--- config.mk ---
export PLATFORM = sky130hd
export DESIGN_NAME = acquisition_trigger_control
export DESIGN_NICKNAME = d
export VERILOG_FILES = /design/src/hdl/trig_pkg.sv /design/src/hdl/acquisition_trigger_control.sv
export SDC_FILE = /design/constraint.sdc
export NUM_CORES = 1
export LEC_CHECK = 0
export ABC_CLOCK_PERIOD_IN_PS = 3980
export BUFFER_PORTS_ARGS = -buffer_cell sky130_fd_sc_hd__buf_2
export CAP_MARGIN = 25
export CORE_AREA = 2 2 271 273
export CTS_CLUSTER_DIAMETER = 40
export CTS_CLUSTER_SIZE = 25
export DETAILED_ROUTE_END_ITERATION = 16
export DIE_AREA = 0 0 273 275
export GPL_TIMING_DRIVEN = 0
export PLACE_DENSITY_LB_ADDON = 0.15
export SETUP_SLACK_MARGIN = 0.1
export SLEW_MARGIN = 20
export SYNTH_ARGS = -nofsm -noshare
export SYNTH_HDL_FRONTEND = slang
export SYNTH_SLANG_ARGS = --single-unit
--- constraint.sdc ---
create_clock -name mclk -period 3.98 [get_ports mclk]
set_input_delay 0.199 -clock mclk [delete_from_list [all_inputs] [get_ports mclk]]
set_output_delay 0.199 -clock mclk [all_outputs]
set_load 0.01 [all_outputs]
--- src/hdl/trig_pkg.sv ---
// constants and types for the acquisition trigger controller
package trig_pkg;
   localparam int unsigned CLK_HZ = 10_000_000;
   localparam real ANA_LAT_US = 1.3;
   localparam real DIG_LAT_US = 1.0;
   localparam int unsigned ANA_LAT_CYC = (ANA_LAT_US * CLK_HZ / 1.0e6 < 1.0) ? 1 :
      int'($floor(ANA_LAT_US * CLK_HZ / 1.0e6));
   localparam int unsigned DIG_LAT_CYC = (DIG_LAT_US * CLK_HZ / 1.0e6 < 1.0) ? 1 :
      int'($floor(DIG_LAT_US * CLK_HZ / 1.0e6));
   localparam int unsigned PAT_W = 16;
   localparam int unsigned CNT_W = 32;
   localparam int unsigned NUM_ANA = 16;
   localparam int unsigned NUM_CNT = 4;
   localparam int unsigned PRE_W = 24;
   localparam int unsigned SCAN_W = 32;
   localparam logic [PRE_W-1:0] PRE_RESET = 24'h000000;
   localparam logic [SCAN_W-1:0] SCAN_RESET = 32'h00000000;

   typedef enum logic [1:0] {
      DIG_HIGH = 2'h0,
      DIG_LOW = 2'h1,
      DIG_RISE = 2'h2,
      DIG_FALL = 2'h3
   } dig_cond_t;

   typedef enum logic [1:0] {
      CNT_REACH = 2'h0,
      CNT_EXCEED = 2'h1,
      CNT_WINDOW = 2'h2
   } cnt_cond_t;

   typedef enum logic [1:0] {
      SRC_ANALOG = 2'h0,
      SRC_DIGITAL = 2'h1,
      SRC_SOFT = 2'h2
   } start_src_t;

   // six pre/post modes
   typedef enum logic [2:0] {
      MODE_NOPRE_STOP = 3'h0,
      MODE_FIXPRE_STOP = 3'h1,
      MODE_NOPRE_INF = 3'h2,
      MODE_FIXPRE_INF = 3'h3,
      MODE_VARPRE_STOP = 3'h4,
      MODE_VARPRE_INF = 3'h5
   } prepost_t;

   typedef enum logic [1:0] {
      CAL_FACTORY = 2'h0,
      CAL_USER = 2'h1,
      CAL_SELF = 2'h2
   } cal_sel_t;

   typedef enum logic [4:0] {
      ST_IDLE = 5'h01,
      ST_PRE = 5'h02,
      ST_WAIT = 5'h04,
      ST_POST = 5'h08,
      ST_DONE = 5'h10
   } acq_state_t;
endpackage

--- src/hdl/acquisition_trigger_control.sv ---
// trigger and pre/post acquisition sequencing for the scan engine
// Behaviour
// - analog comparator on selectable channel, edge, hysteresis
// - analog crossing recognised within 1.3 us
// - armed analog trigger fires only on new transition
// - digital trigger: high, low, rising or falling
// - digital trigger recognised within 1 us
// - 16-bit pattern compare, masked bits ignored
// - counter reach, exceed or window condition
// - multi-channel conditions combined by AND or OR
// - temperature excluded; multi-channel done within scan
// - stop by software condition or scan count
// - pre-trigger modes start only by software detection
// - exactly one of six pre/post modes
// - no-pre stop-event: trigger to stop event
// - fixed pre stop-event: pre count, then stop
// - no-pre infinite: trigger until host halt
// - fixed pre infinite: pre count, then halt
// - variable pre accepts trigger before pre count
// - variable pre infinite ends only on halt
// - three cal tables; user write spares factory
module acquisition_trigger_control
   import trig_pkg::*;
#(
   parameter int unsigned N_ANA = trig_pkg::NUM_ANA,
   parameter int unsigned N_CNT = trig_pkg::NUM_CNT
) (
   // clock, reset, enable
   input wire logic mclk,
   input wire logic rst,
   input wire logic ce,
   // analog comparators (hysteresis applied by front end)
   input wire logic [N_ANA-1:0] ana_above,
   input wire logic [N_ANA-1:0] ana_is_temp,
   input wire logic [$clog2(N_ANA)-1:0] ana_sel,
   input wire logic ana_rising,
   input wire logic [15:0] ana_level_cfg,
   input wire logic [15:0] ana_hyst_cfg,
   // digital trigger pin
   input wire logic dig_trig_pin,
   input wire trig_pkg::dig_cond_t dig_cond,
   // pattern
   input wire logic [trig_pkg::PAT_W-1:0] pat_in,
   input wire logic [trig_pkg::PAT_W-1:0] pat_value,
   input wire logic [trig_pkg::PAT_W-1:0] pat_mask,
   // counters, flattened per channel
   input wire logic [N_CNT*trig_pkg::CNT_W-1:0] cnt_value,
   input wire logic [N_CNT*trig_pkg::CNT_W-1:0] cnt_lo,
   input wire logic [N_CNT*trig_pkg::CNT_W-1:0] cnt_hi,
   input wire logic [2*N_CNT-1:0] cnt_cond,
   // multi-channel combination
   input wire logic [N_ANA-1:0] multi_ana_en,
   input wire logic multi_dig_en,
   input wire logic multi_pat_en,
   input wire logic [N_CNT-1:0] multi_cnt_en,
   input wire logic multi_and,
   // scan engine
   input wire logic scan_tick,
   // control from host driver
   input wire trig_pkg::start_src_t start_src,
   input wire logic soft_trig,
   input wire trig_pkg::prepost_t mode,
   input wire logic [trig_pkg::PRE_W-1:0] pre_count,
   input wire logic [trig_pkg::SCAN_W-1:0] scan_limit,
   input wire logic stop_multi_en,
   input wire logic stop_soft_en,
   input wire logic arm,
   input wire logic halt,
   input wire trig_pkg::cal_sel_t cal_sel_in,
   input wire logic cal_user_wr,
   // outputs
   output logic trig_pulse,
   output logic stop_pulse,
   output logic capturing,
   output logic pre_phase,
   output logic armed,
   output logic cfg_error,
   output logic [trig_pkg::PRE_W-1:0] pre_taken,
   output logic [trig_pkg::SCAN_W-1:0] scan_done,
   output trig_pkg::cal_sel_t cal_sel,
   output logic cal_factory_wp,
   output logic [15:0] dac_level,
   output logic [15:0] dac_hyst
);
   import trig_pkg::*;

   initial begin
      if (N_ANA < 2 || N_ANA > 64 || N_CNT < 1 || N_CNT > 8)
         $error("unsupported channel counts");
   end

   function automatic logic cnt_match(input logic [CNT_W-1:0] v, input logic [CNT_W-1:0] lo,
                                      input logic [CNT_W-1:0] hi, input logic [1:0] c);
      case (c)
         CNT_REACH: cnt_match = (v >= lo);
         CNT_EXCEED: cnt_match = (v > lo);
         CNT_WINDOW: cnt_match = (v >= lo) && (v <= hi);
         default: cnt_match = 1'b0;
      endcase
   endfunction

   acq_state_t state;
   acq_state_t next_state;
   logic dig_s1, dig_s2, dig_prev;
   logic ana_prev;
   logic multi_prev;

   // digital trigger synchroniser
   always_ff @(posedge mclk) begin
      if (rst) begin
         dig_s1 <= 1'b0;
         dig_s2 <= 1'b0;
         dig_prev <= 1'b0;
      end else if (ce) begin
         dig_s1 <= dig_trig_pin;
         dig_s2 <= dig_s1;
         dig_prev <= dig_s2;
      end
   end

   wire dig_hit;
   assign dig_hit = (dig_cond == DIG_HIGH) ? dig_s2 :
                    (dig_cond == DIG_LOW) ? !dig_s2 :
                    (dig_cond == DIG_RISE) ? (dig_s2 && !dig_prev) :
                    (!dig_s2 && dig_prev);

   // selected analog comparator; edge only, so a pre-tripped level waits
   wire ana_now;
   assign ana_now = ana_above[ana_sel];
   wire ana_hit;
   assign ana_hit = armed && (ana_rising ? (ana_now && !ana_prev) : (!ana_now && ana_prev));

   wire pat_hit;
   assign pat_hit = ((pat_in ^ pat_value) & ~pat_mask) == '0;

   logic [N_CNT-1:0] cnt_hit;
   always_comb begin
      for (int i = 0; i < N_CNT; i++) begin
         cnt_hit[i] = cnt_match(cnt_value[i*CNT_W +: CNT_W], cnt_lo[i*CNT_W +: CNT_W],
                                cnt_hi[i*CNT_W +: CNT_W], cnt_cond[2*i +: 2]);
      end
   end

   // multi-channel combination, temperature channels never qualify
   wire [N_ANA-1:0] ana_en_eff;
   assign ana_en_eff = multi_ana_en & ~ana_is_temp;
   wire any_sel;
   assign any_sel = (|ana_en_eff) || multi_dig_en || multi_pat_en || (|multi_cnt_en);
   wire and_term;
   assign and_term = (&(ana_above | ~ana_en_eff)) && (!multi_dig_en || dig_s2) &&
                     (!multi_pat_en || pat_hit) && (&(cnt_hit | ~multi_cnt_en));
   wire or_term;
   assign or_term = (|(ana_above & ana_en_eff)) || (multi_dig_en && dig_s2) ||
                    (multi_pat_en && pat_hit) || (|(cnt_hit & multi_cnt_en));
   wire multi_level;
   assign multi_level = any_sel && (multi_and ? and_term : or_term);
   wire multi_hit;
   assign multi_hit = scan_tick && multi_level && !multi_prev;

   // mode decode
   wire pre_mode;
   assign pre_mode = (mode == MODE_FIXPRE_STOP) || (mode == MODE_FIXPRE_INF) ||
                     (mode == MODE_VARPRE_STOP) || (mode == MODE_VARPRE_INF);
   wire fixed_pre;
   assign fixed_pre = (mode == MODE_FIXPRE_STOP) || (mode == MODE_FIXPRE_INF);
   wire inf_mode;
   assign inf_mode = (mode == MODE_NOPRE_INF) || (mode == MODE_FIXPRE_INF) ||
                     (mode == MODE_VARPRE_INF);
   wire mode_bad;
   assign mode_bad = (mode > MODE_VARPRE_INF) || (pre_mode && start_src != SRC_SOFT);

   // start source; pre-trigger modes take software detection only
   wire start_hit;
   assign start_hit = (start_src == SRC_ANALOG) ? ana_hit :
                      (start_src == SRC_DIGITAL) ? dig_hit :
                      (soft_trig || multi_hit);

   wire pre_full;
   assign pre_full = (pre_taken >= pre_count);
   wire scan_end;
   assign scan_end = (scan_limit != '0) && scan_tick && (scan_done + 1'b1 >= scan_limit);
   wire stop_hit;
   assign stop_hit = halt || (!inf_mode && ((stop_soft_en && soft_trig) ||
                     (stop_multi_en && multi_hit) || scan_end));

   always_comb begin
      next_state = state;
      case (state)
         ST_IDLE: begin
            if (arm && !mode_bad)
               next_state = pre_mode ? ST_PRE : ST_WAIT;
         end
         ST_PRE: begin
            if (halt)
               next_state = ST_DONE;
            else if (fixed_pre && pre_full)
               next_state = ST_WAIT;
            else if (!fixed_pre && start_hit)
               next_state = ST_POST;
         end
         ST_WAIT: begin
            if (halt)
               next_state = ST_DONE;
            else if (start_hit)
               next_state = ST_POST;
         end
         ST_POST: begin
            if (stop_hit)
               next_state = ST_DONE;
         end
         ST_DONE: next_state = ST_IDLE;
         default: next_state = ST_IDLE;
      endcase
   end

   wire to_post;
   assign to_post = (state != ST_POST) && (next_state == ST_POST);
   wire to_done;
   assign to_done = (state == ST_POST) && (next_state == ST_DONE);

   always_ff @(posedge mclk) begin
      if (rst) begin
         state <= ST_IDLE;
         ana_prev <= 1'b0;
         multi_prev <= 1'b0;
      end else if (ce) begin
         state <= next_state;
         ana_prev <= ana_now;
         if (scan_tick)
            multi_prev <= multi_level;
      end
   end

   always_ff @(posedge mclk) begin
      if (rst) begin
         trig_pulse <= 1'b0;
         stop_pulse <= 1'b0;
         capturing <= 1'b0;
         pre_phase <= 1'b0;
         armed <= 1'b0;
         cfg_error <= 1'b0;
      end else if (ce) begin
         trig_pulse <= to_post;
         stop_pulse <= to_done;
         capturing <= (next_state == ST_PRE) || (next_state == ST_POST) ||
                      (next_state == ST_WAIT && pre_mode);
         pre_phase <= (next_state == ST_PRE) || (next_state == ST_WAIT && pre_mode);
         armed <= (next_state == ST_PRE) || (next_state == ST_WAIT);
         cfg_error <= mode_bad;
      end
   end

   // reading counters
   always_ff @(posedge mclk) begin
      if (rst) begin
         pre_taken <= PRE_RESET;
         scan_done <= SCAN_RESET;
      end else if (ce) begin
         if (state == ST_IDLE) begin
            pre_taken <= PRE_RESET;
            scan_done <= SCAN_RESET;
         end else begin
            if ((state == ST_PRE || (state == ST_WAIT && pre_mode)) && scan_tick && !pre_full)
               pre_taken <= pre_taken + 1'b1;
            if (state == ST_POST && scan_tick)
               scan_done <= scan_done + 1'b1;
         end
      end
   end

   // calibration table select, factory table always write-protected
   always_ff @(posedge mclk) begin
      if (rst) begin
         cal_sel <= CAL_FACTORY;
         cal_factory_wp <= 1'b1;
         dac_level <= 16'h0000;
         dac_hyst <= 16'h0000;
      end else if (ce) begin
         if (cal_sel_in != 2'h3)
            cal_sel <= cal_sel_in;
         cal_factory_wp <= 1'b1;
         if (state == ST_IDLE) begin
            dac_level <= ana_level_cfg;
            dac_hyst <= ana_hyst_cfg;
         end
      end
   end

   wire unused_ok;
   assign unused_ok = cal_user_wr;
endmodule

==> out/metrics.cfg, run 1 <==
[status]
status = complete, but fails checks
violations = setup timing

[place]
pre_cts_slack_ns = -0.814
numPortBuffers = 701
place_hpwl_mm = 65.9
place_congestion = 0.937
place_inst = 3555

[timing]
clock.fmax_mhz = 245
timing.final.ws_setup_ns = -0.104
tns_ns = -0.208
tightest_slew_ns = 1.03
setup_viol_count_final = 2
period_minus_slack_ns = 4.08
period_share_pct = 103
whs_ns = 0.0499
final_hold_viol_count = 0
relSlewSlack_pct = 30.5
drv_slew = 0
finalClockSkew_ns = 0.00706
rsz0062_at_grt = yes

[clocking]
cts_tree = yes
path_clk_slew_ns = 0.08
cts_root_buf = clkbuf_16
clockBufferDepth = 2
htreeDepth = 3
cts_buffers = 9
cts_num_sinks = 106
insertion_delay_ns = 0.37

[yosys]
ys_ff_latch = 106
synth_edf_count = 0
syn_nets = 2816
synth_top_area_share_pct = 28.6
synth-main-ff-cell = dfxtp_1
synth.distinct_cells = 70
synth_warnings = 0
async_flop_share_pct = 0
synth_seq_area_share_pct = 15.4
avgSynthCellArea_um2 = 7.26
syn_area_um2 = 13800
yosysTopAreaCell = ha_1
synth_area_leaders = ha_1 (29%), dfxtp_1 (15%), inv_1 (9.4%)
synth_cells = 1894

[power]
p_per_area_nw_per_um2 = 176
power_w = 0.00343
leakagePower_nw = 10.7
peakVddDrop_mv = 0.211

[global_routing]
grt_max_degree = 19
grt_usage_pct = 18.7
grt_pass1_vias = 16681
grt_pass1_wl_mm = 105
antenna_found_initial = 18
overflow = 0

[run]
drv_cap = 0

[critical_path]
crit_required_ns = 4.22
path_class = flop to flop
crit_fanout = 4
cp.arrival_ns = 4.32
end_kind = flop
start_kind = flop

[finish]
area_delta_synth_final_pct = 41.8
drive_gt1_share_pct = 31.4
fillers = 8161
nets = 3566
instances_no_fill = 3619

[floorplanning]
start_util_pct = 19.0
die_h_um = 275
io_pins = 705
dieArea_um2 = 75100
core_area_um2 = 72300
rows = 99
chipWidth_um = 273

[route]
drt_iter0_drc = 648
vias = 16308
dr.pass1.iters = 5
wl_per_cell_um = 20.1
routed_wl_mm = 72.8
drc = 0
ant_nets = 0
viasPerCell = 4.51

[worst_hold_path]
hold_class = input pin to flop

timing repair:
| item | CTS | global route |
|---|---|---|
| pin swaps | 17 | 26 |
| hold buffers | 0 | 0 |
| gates resized for setup | 45 | 37 |
| setup buffers | 18 | 19 |
| setup endpoints to repair | 7 | 7 |
registers in the layout (all words and copies together), names as in the netlist, 2 cells and up:
name	count
cal_sel	2
dac_hyst	16
dac_level	16
pre_taken	24
scan_done	32
state	5
synthesized netlist by cell type (6+ instances only):
cell type,count
nor2b_1,28
nand2_1,167
a2111oi_0,6
o21a_1,9
xor2_1,25
nand3b_1,10
a21o_1,37
inv_1,344
dfxtp_1,106
a22oi_1,12
nor3_1,27
clkbuf_1,30
o22ai_1,11
or3_1,18
nand2b_1,15
nand4_1,68
and4_1,8
o221ai_1,7
and3_1,23
nor2_1,124
a211oi_1,15
nand3_1,55
xnor2_1,31
a21oi_1,193
o21ai_0,82
nor4_1,24
ha_1,314
o2bb2ai_1,6
a32oi_1,6
o211ai_1,14
layer usage:
metal | up-vias | global-route usage [%] | wire length [um]
met5 | - | 0 | 53
met4 | 8 | 1.93 | 618
met3 | 44 | 3.89 | 4290
met2 | 475 | 33.9 | 35900
met1 | 7614 | 23.3 | 32000
li1 | 8167 | - | -
cells by family after synthesis:
kind of cell,after synthesis,synth area share [%]
buffers and inverters,378,10.4
DFF,106,15.4
adders and majority gates,314,28.6
other,1,0.0273
AOI/OAI and AO/OA,439,19.4
muxes,10,1.29
and+or+nand+nor,590,21.4
xor gates and xnor gates,56,3.56
power breakdown:
| part | switching (W) | total (W) | internal, W |
|---|---|---|---|
| clock network | 0.000467 | 0.000964 | 0.000498 |
| logic | 0.000764 | 0.00137 | 0.000601 |
| registers | 0.0000186 | 0.00110 | 0.00108 |
| total | 0.00125 | 0.00343 | 0.00218 |
path summary, 6_finish.rpt:
path              slack, ns  cells past startpoint                 startpoint                        end
setup / recovery      -0.10                     19  scan_done[0]$_SDFFE_PP0P_     capturing$_SDFFE_PP0P_
hold / removal         0.05                      3           ana_level_cfg[0]  dac_level[0]$_SDFFE_PP0P_
setup reg to reg      -0.10                     19  scan_done[0]$_SDFFE_PP0P_     capturing$_SDFFE_PP0P_
hold reg to reg        0.46                      2  dac_level[8]$_SDFFE_PP0P_  dac_level[8]$_SDFFE_PP0P_
per-stage QoR:
step           utilization (%)  area (um2)
2_1_floorplan                -       13800
3_3_place_gp              25.6       18500
3_5_place_dp              25.6       18600
4_1_cts                   26.5       19100
5_1_grt                   26.9       19500
6_report                  27.0       19500
area by class of cell:
cell class	count	area [um2]	area share (%)
multi-input combinational	1410	10600	54.2
timing repair buffer	739	3790	19.4
sequential	106	2160	11.1
inverter	344	1290	6.62
tap	959	1200	6.15
clock buffer	10	229	1.17
buffer	34	158	0.808
clock inverter	6	71.3	0.366
antenna	11	27.5	0.141
cell usage in the layout, fill, tap and decap left out, types with 6 or more instances in the layout:
cell,count
a211oi_1,11
a21o_1,37
a21oi_1,192
a22oi_1,12
and3_1,9
and3_4,13
and4_1,6
buf_2,702
buf_4,39
clkbuf_1,30
clkbuf_16,9
dfxtp_1,93
dfxtp_4,8
diode_2,11
ha_1,311
inv_1,344
nand2_1,164
nand2b_1,15
nand3_1,52
nand3b_1,10
nand4_1,68
nor2_1,121
nor2b_1,28
nor3_1,25
nor4_1,22
o211ai_1,14
o21a_1,9
o21ai_0,80
o22ai_1,11
o2bb2ai_1,6
or3_1,18
xnor2_1,31
xor2_1,21
worst max-delay path, stage by stage (launching register included):
cell	delay (ns)
dfxtp_4	0.38
and3_4	0.20
and3_4	0.18
buf_6	0.10
and4_1	0.20
buf_6	0.10
and3_4	0.18
and3_4	0.20
and3_4	0.21
and3_4	0.20
and3_4	0.23
xor2_4	0.20
ha_4	0.19
o221ai_4	0.13
nor4_4	0.25
o31a_1	0.26
nor3_2	0.06
o21a_1	0.20
a311oi_4	0.35
a211oi_2	0.11
(Power assumes the default switching activity.)
==> run 2: changes to the inputs <==
PLACE_DENSITY = 0.45   (was unset)
PLACE_DENSITY_LB_ADDON = unset   (was 0.15)
==> out/metrics.cfg, run 2 (synthesis gave the netlist of run 1 again) <==
[finish]
fillers = 8193
area_delta_synth_final_pct = 40.5
final_common_cell = buf_2
drive_gt1_share_pct = 30.9
top_regs = scan_done: 32 flops, pre_taken: 24 flops
largest_reg_flops = 32
final_cell_mix = buf_2 (702), inv_1 (344), ha_1 (312)
top_register = scan_done
nets = 3558
fin_util_pct = 26.7

[floorplanning]
chipWidth_um = 273
io_pins = 705
core_area_um2 = 72300
die_h_um = 275
dieArea_um2 = 75100
start_util_pct = 19.0
rows = 99

[route]
drc = 0
viasPerCell = 4.43
ant_nets = 0
vias = 15981
drt_iter0_drc = 641
dr.pass1.iters = 5
routed_wl_mm = 68.6
wl_per_cell_um = 19.0

[power]
combPwrFrac_pct = 40.2
leakagePower_nw = 10.6
power_w = 0.00338
power.internal_w = 0.00212
peakVddDrop_mv = 0.200
p_per_area_nw_per_um2 = 175
p_clk_share_pct = 27.1
p_sw_w = 0.00126
sw_frac_of_total_pct = 37.4
pwr-share-seq_pct = 32.7

[global_routing]
grt_pass1_wl_mm = 99.0
overflow = 0
grt_max_degree = 20
grt_pass1_vias = 15945
antenna_found_initial = 18
grt_usage_pct = 17.6

[critical_path]
cp.arrival_ns = 4.25
cp_common_cell = and3_4
crit_fanout = 5
path_cells = ha_4 -> nand3_4 -> nor4_4 -> and4_4 -> and3_4 -> and3_4 -> and3_4 -> and3_4 -> and3_4 -> xor2_2 -> ha_1 -> nand2_2 -> nor4_4 -> o31a_1 -> nor3_2 -> o21a_1 -> a311oi_4 -> a211oi_1
slowest_delay_ns = 0.39
path_class = flop to flop
worstReg2RegStart = scan_done[0]$_SDFFE_PP0P_
slowest_stage = dfxtp_4
rrSetupSlack_ns = -0.05
crit_required_ns = 4.21
crit_start = scan_done[0]$_SDFFE_PP0P_
reg2reg_depth = 18
end_kind = flop
start_kind = flop

[place]
place_congestion = 0.935
place_hpwl_mm = 61.5
pre_cts_slack_ns = -0.752
numPortBuffers = 701

[clocking]
cts_num_sinks = 106
clockBufferDepth = 2
htreeDepth = 3
cts.hold.buffers_added = 0
cts_tree = yes
cts_buffers = 9
insertion_delay_ns = 0.39
path_clk_slew_ns = 0.08
cts_root_buf = clkbuf_16

[timing]
setup_viol_count_final = 4
finalClockSkew_ns = 0.0193
period_minus_slack_ns = 4.03
rsz0062_at_grt = yes
tightest_slew_ns = 0.997
relSlewSlack_pct = 32.9
timing.final.ws_setup_ns = -0.0451
final_hold_viol_count = 0
period_share_pct = 101
drv_slew = 0
clock.fmax_mhz = 248

[status]
status = complete, but fails checks
violations = setup timing

[worst_hold_path]
worstHoldPathCells = 3
hold_class = input pin to flop
holdCritStartpoint = ana_hyst_cfg[0]

[run]
drv_cap = 0

==> run 2: worst max-delay path, delay by kind of cell, from the launching register on <==
kind | cells | cell delay [ns]
fa+ha+maj | 2 | 0.48
flops | 1 | 0.39
xor+xnor | 1 | 0.06
simple gates | 11 | 2.09
compound gates | 4 | 0.86
==> run 2: final timing paths <==
kind | to
max | state[3]$_SDFFE_PP0P_
min | dac_hyst[0]$_SDFFE_PP0P_
max reg2reg | state[3]$_SDFFE_PP0P_
min reg2reg | dac_level[1]$_SDFFE_PP0P_
==> run 2: timing repair <==
action	CTS	global route
hold endpoints to repair	0	0
endpoints found under the setup margin	7	4
pin swaps	20	12
buffers inserted	24	5
gates resized for setup	50	14
==> run 2: area by class of cell <==
class | instances | area [um2] | share of cell area [%]
diodes | 11 | 27.5 | 0.142
plain buffers | 34 | 158 | 0.815
clock buffers | 9 | 225 | 1.16
clock inverters | 7 | 58.8 | 0.304
inverters | 344 | 1290 | 6.68
multi-input cells | 1410 | 10500 | 54.2
flip-flops and latches | 106 | 2140 | 11.1
well taps | 959 | 1200 | 6.21
repair buffers | 731 | 3750 | 19.4
==> run 2: routing by layer <==
metal	wire length, um	vias up	global-route usage, %
li1	-	8147	-
met1	31200	7274	22.8
met2	32100	486	30.1
met3	4330	60	3.97
met4	969	14	3.29
met5	92	-	0
==> run 2: power by group through the flow <==
stage / clock network [W] / logic, W / registers [W]
floorplan: 0 / 0.000656 / 0.00114
global route: 0.00100 / 0.00154 / 0.00111
global placement: 0 / 0.00135 / 0.00113
finish: 0.000918 / 0.00136 / 0.00111
detailed placement: 0 / 0.00135 / 0.00113
CTS: 0.000953 / 0.00137 / 0.00111
==> run 2: metrics by stage <==
stage	hold WS [ns]	TNS [ns]	cell area (um2)	instances
final	0.0429	-0.116	19300	3611
after global routing	0.0208	-0.733	19300	3607
after CTS	0.0195	-0.0403	19200	3595
after detailed placement	0.444	-4.71	18600	3555
after global placement	0.442	-5.01	18500	3554
after floorplan	0.335	0	13800	1894
==> run 3: changes to the inputs <==
GPL_TIMING_DRIVEN = unset   (was 0)
PLACE_DENSITY = 0.5   (was 0.45)
==> out/metrics.cfg, run 3 (synthesis gave the netlist of run 1 again) <==
[finish]
drive_gt1_share_pct = 31.6
area_delta_synth_final_pct = 40.8
nets = 3562
top_regs = scan_done: 32 flops, pre_taken: 24 flops
instances_no_fill = 3612
largest_reg_flops = 32
top_register = scan_done
final_common_cell = buf_2
final_cell_mix = buf_2 (702), inv_1 (344), ha_1 (312)

[clocking]
cts.hold.buffers_added = 0
cts_tree = yes
cts_buffers = 9
insertion_delay_ns = 0.38
htreeDepth = 3
path_clk_slew_ns = 0.08
cts_root_buf = clkbuf_16
clockBufferDepth = 2
cts_num_sinks = 106

[floorplanning]
core_area_um2 = 72300
die_h_um = 275
chipWidth_um = 273
rows = 99
start_util_pct = 19.0
dieArea_um2 = 75100
io_pins = 705

[timing]
tightest_slew_ns = 0.992
clock.fmax_mhz = 257
finalClockSkew_ns = 0.0135
rsz0062_at_grt = yes
period_share_pct = 97.8
tns_ns = 0
final_hold_viol_count = 0
relSlewSlack_pct = 33.8
whs_ns = 0.0474
period_minus_slack_ns = 3.89
drv_slew = 0
setup_viol_count_final = 0

[critical_path]
start_kind = flop
crit_family = simple AND/OR/NAND/NOR gates
crit_required_ns = 4.21
cp_common_cell = and3_4
path_class = flop to flop
path_buf_inv = 1
cp.arrival_ns = 4.12
crit_fanout = 4
path_cells = buf_6 -> and3_4 -> and3_4 -> and4_4 -> and3_4 -> and3_4 -> and3_4 -> and3_4 -> and3_4 -> xor2_4 -> ha_4 -> o221ai_4 -> nor4_4 -> o31a_1 -> nor3_2 -> o21a_1 -> a311oi_2 -> a211oi_1
slowest_stage = dfxtp_2
end_kind = flop
slowest_delay_ns = 0.37

[route]
dr.pass1.iters = 5
vias = 15989
drt_iter0_drc = 760
ant_nets = 0
drc = 0
routed_wl_mm = 66.1
wl_per_cell_um = 18.3
viasPerCell = 4.43

[global_routing]
grt_pass1_wl_mm = 95.8
grt_usage_pct = 17.0
grt_max_degree = 55
antenna_found_initial = 21
overflow = 0
grt_pass1_vias = 15849

[power]
peakVddDrop_mv = 0.186
power_w = 0.00336
power.internal_w = 0.00213
p_per_area_nw_per_um2 = 174
pwr-share-seq_pct = 32.9
p_sw_w = 0.00124
sw_frac_of_total_pct = 36.7
p_clk_share_pct = 26.8
leakagePower_nw = 10.7
combPwrFrac_pct = 40.3

[worst_hold_path]
hold_class = input pin to flop

[place]
place_congestion = 0.926
place_hpwl_mm = 59.3
place_inst = 3573
numPortBuffers = 702

[status]
status = completed

[run]
drv_cap = 0

run 3: cell type report:
type / count / area [um2]
fill: 8106 / 53000
sequential: 106 / 2130
tap: 959 / 1200
multi-input combinational: 1410 / 10400
antenna: 8 / 20.0
inverter: 344 / 1290
timing repair buffer: 769 / 4030
clock inverter: 6 / 40.0
clock buffer: 10 / 239
run 3: power groups by stage:
stage / Combinational, W / Clock [W] / Sequential [W]
final: 0.00135 / 0.000902 / 0.00111
after global routing: 0.00154 / 0.000982 / 0.00111
after CTS: 0.00136 / 0.000944 / 0.00111
after detailed placement: 0.00135 / 0 / 0.00113
after global placement: 0.00135 / 0 / 0.00113
after floorplan: 0.000656 / 0 / 0.00114
run 3: routing by layer:
| layer | share of wire [%] | wire length, um | vias to the layer above | global-route usage (%) |
|---|---|---|---|---|
| met3 | 6.7 | 4410 | 77 | 3.87 |
| li1 | - | - | 8144 | - |
| met1 | 44 | 28900 | 7222 | 21.2 |
| met5 | 0.088 | 58 | - | 0 |
| met2 | 47 | 31000 | 536 | 29.2 |
| met4 | 2.7 | 1770 | 10 | 4.31 |
run 3: final timing paths:
path                                    from                         end  slack (ns)  depth (start not counted)
setup / recovery   scan_done[1]$_SDFFE_PP0P_       state[3]$_SDFFE_PP0P_        0.09                         18
hold / removal               ana_hyst_cfg[9]    dac_hyst[9]$_SDFFE_PP0P_        0.05                          3
setup reg to reg   scan_done[1]$_SDFFE_PP0P_       state[3]$_SDFFE_PP0P_        0.09                         18
hold reg to reg   dac_level[14]$_SDFFE_PP0P_  dac_level[14]$_SDFFE_PP0P_        0.45                          2
run 3: through the flow:
| stage | util [%] | area, um2 | worst slack [ns] |
|---|---|---|---|
| 6_report | 26.8 | 19400 | 0.0895 |
| 5_1_grt | 26.8 | 19400 | -0.0923 |
| 4_1_cts | 26.5 | 19200 | 0.00739 |
| 3_5_place_dp | 26.0 | 18800 | -0.146 |
| 3_3_place_gp | 26.0 | 18800 | -0.113 |
| 2_1_floorplan | - | 13800 | 0.0926 |
run 3: worst min-delay path: stages:
cell and delay, ns:
buf_2 0.09, nand2_1 0.04, a21oi_1 0.05
run 3: repair_timing:
action / 4_1_cts / 5_1_grt
pin swaps: 13 / 18
gates cloned: 0 / 0
resized for setup: 13 / 22
setup endpoints to repair: 4 / 4
buffers inserted: 7 / 8
